==> config.mk <==
export PLATFORM = sky130hd
export DESIGN_NAME = ifm_input_mapper
export DESIGN_NICKNAME = d
export VERILOG_FILES = /design/src/rtl/ifm_pkg.sv /design/src/rtl/ifm_sel_if.sv /design/src/rtl/ifm_input_mapper.sv /design/src/rtl/ifm_func_select.sv
export SDC_FILE = /design/constraint.sdc
export NUM_CORES = 1
export LEC_CHECK = 0
export BUFFER_PORTS_ARGS = -buffer_cell sky130_fd_sc_hd__clkbuf_2
export CAP_MARGIN = 10
export CORE_ASPECT_RATIO = 0.8
export CORE_MARGIN = 5
export CORE_UTILIZATION = 50
export DETAILED_ROUTE_END_ITERATION = 12
export PLACE_DENSITY_LB_ADDON = 0.05
export SYNTH_ARGS = -nofsm -noshare
export SYNTH_HDL_FRONTEND = slang
export SYNTH_HIERARCHICAL = 1
export SYNTH_SLANG_ARGS = --single-unit
==> constraint.sdc <==
create_clock -name clk -period 2.82 [get_ports clk]
set_clock_uncertainty 0.1 [all_clocks]
set_input_delay 0.282 -clock clk [delete_from_list [all_inputs] [get_ports clk]]
set_output_delay 0.282 -clock clk [all_outputs]
set_load 0.01 [all_outputs]
==> src/rtl/ifm_pkg.sv <==
package ifm_pkg;

	// ----------------------------------------
	// Register map (byte addresses)
	// ----------------------------------------
	localparam logic [7:0]  ADDR_PULSE_SEL   = 8'h00;
	localparam logic [7:0]  ADDR_FSTOP_SEL   = 8'h04;
	localparam logic [7:0]  ADDR_INVERT_LOW  = 8'h08;
	localparam logic [7:0]  ADDR_CONTROL     = 8'h0C;
	localparam logic [7:0]  ADDR_STATUS      = 8'h10;
	localparam logic [7:0]  ADDR_ACT_PULSE   = 8'h14;
	localparam logic [7:0]  ADDR_ACT_FSTOP   = 8'h18;
	localparam logic [7:0]  ADDR_ACT_INVERT  = 8'h1C;

	// ----------------------------------------
	// Reset values of the setting words
	// ----------------------------------------
	localparam logic [15:0] RST_PULSE_SEL    = 16'h0000;
	localparam logic [15:0] RST_FSTOP_SEL    = 16'h8888;
	localparam logic [15:0] RST_INVERT_LOW   = 16'h0000;

	// ----------------------------------------
	// Field layout and digit codes
	// ----------------------------------------
	localparam int          CTRL_RESTART_BIT = 0;
	localparam int          STAT_PULSE_BIT   = 0;
	localparam int          STAT_FSTOP_BIT   = 1;
	localparam int          STAT_TERM_LSB    = 8;
	localparam int          TERM_COUNT       = 8;
	localparam int          INV_TERM_COUNT   = 4;
	localparam int          DIGIT_W          = 4;
	localparam int          PULSE_DIGIT_LSB  = 4;
	localparam int          FSTOP_DIGIT_LSB  = 0;
	localparam logic [3:0]  DIGIT_TERM_MAX   = 4'h7;
	localparam logic [3:0]  DIGIT_OFF        = 4'h8;
	localparam logic [3:0]  DIGIT_ON         = 4'h9;
	localparam logic [3:0]  DIGIT_INVERT     = 4'h1;

	// ----------------------------------------
	// Bus answers
	// ----------------------------------------
	localparam logic [1:0]  RESP_OKAY        = 2'h0;
	localparam logic [1:0]  RESP_SLVERR      = 2'h2;

endpackage

==> src/rtl/ifm_sel_if.sv <==
`timescale 1ns/10ps
// Carries one selection digit and the terminal levels to a selector
interface ifm_sel_if;
	logic [3:0] digit;
	logic [7:0] term;
	logic       level;

	modport src (output digit, output term, input level);
	modport sel (input digit, input term, output level);
endinterface

==> src/rtl/ifm_input_mapper.sv <==
// Implementation choices: the placing of the registers and register access over AXI4-Lite.
`timescale 1ns/10ps
// Function
// - Multiplication switch follows terminal 0..7 chosen by its digit, on while ON.
// - Multiplication switch digit 8 holds it off, digit 9 holds it on.
// - Forced-stop input follows its chosen terminal; drive allowed while terminal ON.
// - Forced-stop digit 8 holds it off, 9 on; word resets to 8888.
// - Inversion digit 0 passes, 1 inverts terminals 0 to 3.
module ifm_input_mapper
	import ifm_pkg::*;
(
	input  wire logic        clk,
	input  wire logic        arst_n,
	input  wire logic [7:0]  termIn,
	output logic             pulseMultSwitch,
	output logic             forcedStopInput,
	input  wire logic [7:0]  s_axi_awaddr,
	input  wire logic        s_axi_awvalid,
	output logic             s_axi_awready,
	input  wire logic [31:0] s_axi_wdata,
	input  wire logic [3:0]  s_axi_wstrb,
	input  wire logic        s_axi_wvalid,
	output logic             s_axi_wready,
	output logic [1:0]       s_axi_bresp,
	output logic             s_axi_bvalid,
	input  wire logic        s_axi_bready,
	input  wire logic [7:0]  s_axi_araddr,
	input  wire logic        s_axi_arvalid,
	output logic             s_axi_arready,
	output logic [31:0]      s_axi_rdata,
	output logic [1:0]       s_axi_rresp,
	output logic             s_axi_rvalid,
	input  wire logic        s_axi_rready
);

	// ----------------------------------------
	// Declarations
	// ----------------------------------------
	logic        awHeld, next_awHeld;
	logic [7:0]  awAddr, next_awAddr;
	logic        wHeld, next_wHeld;
	logic [31:0] wData, next_wData;
	logic [3:0]  wStrb, next_wStrb;
	logic        next_awReady, next_wReady, next_bValid, next_arReady, next_rValid;
	logic [1:0]  next_bResp, next_rResp;
	logic [31:0] next_rData;
	logic        doWrite;
	logic        applyPulse, next_applyPulse;
	logic [15:0] pulseSel, next_pulseSel;
	logic [15:0] fstopSel, next_fstopSel;
	logic [15:0] invertLow, next_invertLow;
	logic [15:0] activePulse, next_activePulse;
	logic [15:0] activeFstop, next_activeFstop;
	logic [15:0] activeInvert, next_activeInvert;
	logic [7:0]  termCond, next_termCond;
	logic [7:0]  invMask;
	logic        next_pulseMult, next_forcedStop;

	ifm_sel_if pulseBus ();
	ifm_sel_if fstopBus ();

	// ----------------------------------------
	// Byte-lane merge
	// ----------------------------------------
	function automatic logic [15:0] merge16(input logic [15:0] old, input logic [31:0] d,
		input logic [3:0] s);
		logic [15:0] r;
		r = old;
		if (s[0]) begin
			r[7:0] = d[7:0];
		end
		if (s[1]) begin
			r[15:8] = d[15:8];
		end
		return r;
	endfunction

	// ----------------------------------------
	// Bus write path
	// ----------------------------------------
	// Address and data taken in either order, one response after both
	always_comb begin
		next_awHeld = awHeld;
		next_awAddr = awAddr;
		next_wHeld  = wHeld;
		next_wData  = wData;
		next_wStrb  = wStrb;
		next_bValid = s_axi_bvalid;
		next_bResp  = s_axi_bresp;
		doWrite     = awHeld && wHeld && !s_axi_bvalid;
		if (s_axi_awvalid && s_axi_awready) begin
			next_awHeld = 1'b1;
			next_awAddr = s_axi_awaddr;
		end
		if (s_axi_wvalid && s_axi_wready) begin
			next_wHeld = 1'b1;
			next_wData = s_axi_wdata;
			next_wStrb = s_axi_wstrb;
		end
		if (s_axi_bvalid && s_axi_bready) begin
			next_bValid = 1'b0;
		end
		if (doWrite) begin
			next_awHeld = 1'b0;
			next_wHeld  = 1'b0;
			next_bValid = 1'b1;
			case (awAddr)
				ADDR_PULSE_SEL, ADDR_FSTOP_SEL, ADDR_INVERT_LOW,
				ADDR_CONTROL: next_bResp = RESP_OKAY;
				default:      next_bResp = RESP_SLVERR;
			endcase
		end
		next_awReady = !next_awHeld;
		next_wReady  = !next_wHeld;
	end

	always_ff @(posedge clk or negedge arst_n) begin
		if (!arst_n) begin
			awHeld        <= 1'b0;
			awAddr        <= 8'h00;
			wHeld         <= 1'b0;
			wData         <= 32'h00000000;
			wStrb         <= 4'h0;
			s_axi_awready <= 1'b0;
			s_axi_wready  <= 1'b0;
			s_axi_bvalid  <= 1'b0;
			s_axi_bresp   <= RESP_OKAY;
		end else begin
			awHeld        <= next_awHeld;
			awAddr        <= next_awAddr;
			wHeld         <= next_wHeld;
			wData         <= next_wData;
			wStrb         <= next_wStrb;
			s_axi_awready <= next_awReady;
			s_axi_wready  <= next_wReady;
			s_axi_bvalid  <= next_bValid;
			s_axi_bresp   <= next_bResp;
		end
	end

	// ----------------------------------------
	// Setting words, restart and active copies
	// ----------------------------------------
	// Software edits the stored words; the working copies move only on restart
	always_comb begin
		next_pulseSel     = pulseSel;
		next_fstopSel     = fstopSel;
		next_invertLow    = invertLow;
		next_applyPulse   = 1'b0;
		next_activePulse  = activePulse;
		next_activeFstop  = activeFstop;
		next_activeInvert = activeInvert;
		if (doWrite) begin
			case (awAddr)
				ADDR_PULSE_SEL:  next_pulseSel  = merge16(pulseSel, wData, wStrb);
				ADDR_FSTOP_SEL:  next_fstopSel  = merge16(fstopSel, wData, wStrb);
				ADDR_INVERT_LOW: next_invertLow = merge16(invertLow, wData, wStrb);
				ADDR_CONTROL:    next_applyPulse = wStrb[0] && wData[CTRL_RESTART_BIT];
				default:         next_applyPulse = 1'b0;
			endcase
		end
		if (applyPulse) begin
			next_activePulse  = pulseSel;
			next_activeFstop  = fstopSel;
			next_activeInvert = invertLow;
		end
	end

	always_ff @(posedge clk or negedge arst_n) begin
		if (!arst_n) begin
			pulseSel     <= RST_PULSE_SEL;
			fstopSel     <= RST_FSTOP_SEL;
			invertLow    <= RST_INVERT_LOW;
			applyPulse   <= 1'b0;
			activePulse  <= RST_PULSE_SEL;
			activeFstop  <= RST_FSTOP_SEL;
			activeInvert <= RST_INVERT_LOW;
		end else begin
			pulseSel     <= next_pulseSel;
			fstopSel     <= next_fstopSel;
			invertLow    <= next_invertLow;
			applyPulse   <= next_applyPulse;
			activePulse  <= next_activePulse;
			activeFstop  <= next_activeFstop;
			activeInvert <= next_activeInvert;
		end
	end

	// ----------------------------------------
	// Terminal conditioning and function mapping
	// ----------------------------------------
	// Inversion first, then the two selectors read the conditioned terminals
	always_comb begin
		for (int i = 0; i < TERM_COUNT; i++) begin
			invMask[i] = 1'b0;
		end
		for (int i = 0; i < INV_TERM_COUNT; i++) begin
			invMask[i] = (activeInvert[i*DIGIT_W +: DIGIT_W] == DIGIT_INVERT);
		end
		next_termCond   = termIn ^ invMask;
		next_pulseMult  = pulseBus.level;
		next_forcedStop = fstopBus.level;
	end

	// Switch digit sits one place up, above a reserved digit
	assign pulseBus.digit = activePulse[PULSE_DIGIT_LSB +: DIGIT_W];
	assign pulseBus.term  = termCond;
	assign fstopBus.digit = activeFstop[FSTOP_DIGIT_LSB +: DIGIT_W];
	assign fstopBus.term  = termCond;

	ifm_func_select pulseSelect (.bus(pulseBus));
	ifm_func_select fstopSelect (.bus(fstopBus));

	always_ff @(posedge clk or negedge arst_n) begin
		if (!arst_n) begin
			termCond        <= 8'h00;
			pulseMultSwitch <= 1'b0;
			forcedStopInput <= 1'b0;
		end else begin
			termCond        <= next_termCond;
			pulseMultSwitch <= next_pulseMult;
			forcedStopInput <= next_forcedStop;
		end
	end

	// ----------------------------------------
	// Bus read path
	// ----------------------------------------
	// One read at a time, data one cycle after the address is taken
	always_comb begin
		next_rValid = s_axi_rvalid;
		next_rData  = s_axi_rdata;
		next_rResp  = s_axi_rresp;
		if (s_axi_rvalid && s_axi_rready) begin
			next_rValid = 1'b0;
		end
		if (s_axi_arvalid && s_axi_arready) begin
			next_rValid = 1'b1;
			next_rResp  = RESP_OKAY;
			next_rData  = 32'h00000000;
			case (s_axi_araddr)
				ADDR_PULSE_SEL:  next_rData[15:0] = pulseSel;
				ADDR_FSTOP_SEL:  next_rData[15:0] = fstopSel;
				ADDR_INVERT_LOW: next_rData[15:0] = invertLow;
				ADDR_CONTROL:    next_rData = 32'h00000000;
				ADDR_STATUS: begin
					next_rData[STAT_PULSE_BIT] = pulseMultSwitch;
					next_rData[STAT_FSTOP_BIT] = forcedStopInput;
					next_rData[STAT_TERM_LSB +: TERM_COUNT] = termCond;
				end
				ADDR_ACT_PULSE:  next_rData[15:0] = activePulse;
				ADDR_ACT_FSTOP:  next_rData[15:0] = activeFstop;
				ADDR_ACT_INVERT: next_rData[15:0] = activeInvert;
				default:         next_rResp = RESP_SLVERR;
			endcase
		end
		next_arReady = !next_rValid;
	end

	always_ff @(posedge clk or negedge arst_n) begin
		if (!arst_n) begin
			s_axi_rvalid  <= 1'b0;
			s_axi_rdata   <= 32'h00000000;
			s_axi_rresp   <= RESP_OKAY;
			s_axi_arready <= 1'b0;
		end else begin
			s_axi_rvalid  <= next_rValid;
			s_axi_rdata   <= next_rData;
			s_axi_rresp   <= next_rResp;
			s_axi_arready <= next_arReady;
		end
	end

	// ----------------------------------------
	// Checks
	// ----------------------------------------
	logic [3:0] pulseDigit;
	logic [3:0] fstopDigit;
	logic       pulsePick;
	logic       fstopPick;
	assign pulseDigit = activePulse[PULSE_DIGIT_LSB +: DIGIT_W];
	assign fstopDigit = activeFstop[FSTOP_DIGIT_LSB +: DIGIT_W];
	assign pulsePick  = termCond[pulseDigit[2:0]];
	assign fstopPick  = termCond[fstopDigit[2:0]];
endmodule

==> src/rtl/ifm_func_select.sv <==
`timescale 1ns/10ps
// Picks one terminal, or a fixed level, by a selection digit
module ifm_func_select
	import ifm_pkg::*;
(
	ifm_sel_if.sel bus
);

	// ----------------------------------------
	// Digit decode
	// ----------------------------------------
	// Digits 0..7 follow a terminal, 9 forces on, 8 and unused codes force off
	always_comb begin
		if (bus.digit <= DIGIT_TERM_MAX) begin
			bus.level = bus.term[bus.digit[2:0]];
		end else begin
			bus.level = (bus.digit == DIGIT_ON);
		end
	end

endmodule

Yosys cells after proc, flatten, opt, wreduce, memory -nomap -nowiden. Cells that the tools add are included.

Register bits after elaboration: 160. Output and inout port bits: 43. Word-level logic and storage cells: 91. Bits of input ports: 67.

Reduce and logical (&&, ||, !) cells: 23. Bitwise gates (word level): 1. Mux-type cells: 21. Equality and inequality tests: 16. Magnitude comparators: 4.

Operators with widths (count): $pmux W8 S7 (1); $pmux W6 S6 (1); $eq A8 B4 Y1 const B (4); $eq A8 B5 Y1 const B (4); $reduce_and A3 Y1 (6); $eq A4 B1 Y1 const B (4); $eq A8 B3 Y1 const B (2); $logic_not A8 Y1 (2); $mux W1 (14); $pmux W2 S7 (1); $eq A4 B4 Y1 const B (2); $le A4 B3 Y1 const B (2); $logic_and A1 B1 Y1 (8); $lt A3 B4 Y1 const B (2); $reduce_or A8 Y1 (1); $xor A8 B4 Y8 (1); $bmux W1 S3 (2); $logic_not A1 Y1 (4); $mux W2 (2); $reduce_or A4 Y1 (1); $reduce_bool A2 Y1 (1).

Logic depth before layout (Yosys ltp).
Depth after elaboration: 4. Mapped depth: 6. Gate-level depth less buffers: 4.

Cells and area by module. The synthesis kept the hierarchy.

Modules (own cells, without submodules): ifm_input_mapper (times used 1, seq. area each 3963.8 um^2, cells each 514, area an instance 6957.9 um^2); ifm_func_select (times used 2, seq. area each 0.0 um^2, cells each 11, area an instance 95.1 um^2).

Least setup slack after synthesis. OpenSTA, ideal clock, no wires.

Path type: flip-flop to flip-flop. From: register awAddr[1]. To: register fstopSel[0]. Setup slack: 825 ps. Clock period less this slack: 1995 ps. Path buffers: 1. Arrival: 1770 ps. Stages on the path, launching flop included: 6. Data required time: 2595 ps. Library setup time: 125 ps. Cell sequence: dfrtp_1 or4_4 nor4_4 and3_1 buf_6 mux2_2.

Cells in the longest elaborated chain, start to end: 2.

Ends and longest elaborated chain: start: declaration (RTL line ifm_input_mapper.sv:40) `logic [7:0] awAddr, next_awAddr;`; start signal: assignment (RTL line ifm_input_mapper.sv:130) `awAddr <= next_awAddr;`; $eq A8 B3 Y1 (RTL line ifm_input_mapper.sv:154) `case (awAddr)`; $reduce_and A3 Y1 (no source line); end signal: assignment (RTL line ifm_input_mapper.sv:180) `fstopSel <= next_fstopSel;`; end: declaration (RTL line ifm_input_mapper.sv:50) `logic [15:0] fstopSel, next_fstopSel;`.

Every way passes these cells. A chain may end at the register's enable or synchronous reset.

Worst setup path in the final report.
From: register awAddr[1]. To: register fstopSel[14].

The elaborated chain is that of the path after synthesis.

==> metrics.txt <==
r2r worst-path depth=4; PortBufs=73; Post-synth EDFFs=0; Final Hold Fails=0; Layout Nets=718; DRC viols=0; total power=0.00610 W; Synth async-reset ratio=100%; std cell rows=39; post-layout util=61.3%; H-tree level count=4; max_slew headroom=54.4%; DIE AREA=16800 um^2; Synth area leaders=dfrtp_1 (53%), mux2_2 (21%), mux2i_1 (3.8%), dfstp_2 (2.9%), buf_4 (2.1%); Pwr Density=703 nW/um^2; crit share post-route=84.5%; CTS buffer count=17; Crit Path Category=flip-flop to flip-flop; CP max-delay cell=or4_4; GRT Residual Overflow=0; count leader, synth=dfrtp_1; routability cong.=0.801; Cell Count, Final, Fillers Out=848; fin crit period=2380 ps; RR Startpoint=awAddr[1]; wire length per cell=19.2 um; vias in the first global route=4725; CP max stage delay=570 ps; DRT antenna net count=0; Req. time, crit path=3020 ps; TritonCTS clock tree=built; Post-synth top cells=dfrtp_1 (150), mux2_2 (131), mux2i_1 (27); DP Cell Count=779; Post-synth top flop=dfrtp_1; post-synth top area cell=dfrtp_1; via count=4662; Min-Delay Startpoint=s_axi_arvalid; pre-CTS WS=398 ps; crit path DAT=2580 ps; # diodes=0; Core Footprint=14200 um^2; initial DRC count=247; dpl hpwl=11300 um; Critical R2R Capture=fstopSel[14]; total negative slack=0 ps; Die X-Extent=144 um; LEAKAGE=4.10 nW; first-pass GRT wire length=26100 um; die height=117 um; WP buf/inv=0; sequential area share after synthesis=55.5%; fmax=420 MHz; count of clock tree sinks=158; status=complete, no violations; largest net degree at the start of global routing=62; Synth cell types=47; worst-path cell chain=or4_4 > nor4_4 > and3_1 > mux2_2; root buffer cell=clkbuf_16; startpoint types=flip-flop; I/O pins=110; Slew Limit Fails=0; P&R area growth vs syn=21.4%; Synth Cell Area=7150 um^2; share of the synthesized area in the top cell type=52.5%; Max clock buf depth=2; TritonRoute pass-1 iters=4; Tot GR Track Use=20.5%; max_cap viols=0; final setup margin=436 ps; hold-critical path depth=3; post-cts resize count=0; Worst Max-Slew Pin Slew=684 ps; Worst-path clk slew=60 ps; DRT Wirelength=16300 um; critical path's top delay family=simple AND/OR/NAND/NOR gates; Setup-failing EPs final=0; worst-path maximum fanout=8; share of cells above drive strength 1=41.4%; Ys Warns=6; CP Capture Type=flip-flop; FF+latch count, synth=158; clk_lat worst skew=420 ps; maximum VDD drop=0.000503 V; vias per inst=5.50; reg-to-reg slack, setup=440 ps; Hold EP=s_axi_rresp[1]; starting density of the core=50.5%; Hold/Removal Path Class=input pin to flip-flop; syn avg cell area=13.3 um^2; RSZ-0062 raised after global routing=no; initial antenna violation count=1; Mapped Cells=536
## area by class of cell
cell class | count | area (um^2)
clock buffers | 21 | 460
fillers | 1148 | 5480
repair buffers | 125 | 880
inverters | 7 | 26.3
flip-flops and latches | 158 | 3970
well taps | 184 | 230
multi-input cells | 342 | 2950
clock inverters | 11 | 164
## metrics by stage
step                instance area, um^2  hold slack [ps]
floorplan                          7210             -114
global placement                   7680              196
detailed placement                 7680              202
CTS                                8680              189
global route                       8680              217
finish                             8680              195
## tightest hold or removal path, cell delays in order
cell      delay (ps)
clkbuf_2          80
and2_1           190
o21a_1           120
## power by group
part           switching (W)  leakage [nW]  total, W  internal, W
registers           0.000293          2.07   0.00290      0.00260
logic               0.000357          1.73  0.000787     0.000430
clock network       0.000888         0.303   0.00241      0.00152
total                0.00154          4.10   0.00610      0.00456
## state kept, by name, summed over array words and instances, names as in the netlist, 2 cells and up
| name | count |
|---|---|
| activeFstop | 16 |
| activeInvert | 16 |
| activePulse | 16 |
| fstopSel | 16 |
| invertLow | 16 |
| pulseSel | 16 |
| s_axi_rdata | 16 |
| wData | 16 |
| awAddr | 8 |
| fstopBus.term | 8 |
| wStrb | 2 |
## logic make-up after synthesis
logic type,after synthesis,share of synthesized area (%)
AOI/OAI and AO/OA,77,7.60
and+or+nand+nor,80,6.56
DFF,158,55.5
xor gates and xnor gates,4,0.490
muxes,163,25.7
other,1,0.0525
buffers and inverters,53,4.17
## worst max-delay path by stage
stage	start	cells after the start	to	slack (ps)
5_1_grt	awAddr[1]	4	fstopSel[4]	360
6_report	awAddr[1]	4	fstopSel[14]	440
2_1_floorplan	awAddr[1]	5	fstopSel[0]	820
3_3_place_gp	awAddr[1]	4	fstopSel[5]	470
3_5_place_dp	awAddr[1]	4	fstopSel[1]	400
4_1_cts	awAddr[1]	4	fstopSel[1]	380
## routing by layer
layer  GRT usage (%)  share of wire, %  vias to the layer above  wire, um
met5               0             0.080                        -        13
met1            30.2                49                     2367      7990
met4            4.64              0.90                        2       147
met3            5.28               5.8                       14       936
li1                -                 -                     2160         -
met2            31.0                44                      119      7180
## cell usage in the layout (no fill, tap or decap), types with 8 or more instances in the layout
master         synthesis  final
buf_4                 20     13
mux2i_1               27     27
clkbuf_2               0     72
mux2_2               131    131
conb_1                 1     18
nand3b_1               8      8
dfstp_2                8      8
a21oi_1               13     13
dlygate4sd3_1          0     37
a22o_1                10     10
clkbuf_16              0     17
nor3_1                10     10
dfrtp_1              150    149
nand2_1               22     22
o21ai_0               25     25
## what timing repair did
item	CTS	global route
endpoints found under the hold margin	91	0
endpoints found under the setup margin	0	0
hold buffers	37	0
setup buffers	0	0
Power figures use the tool's default switching activity.
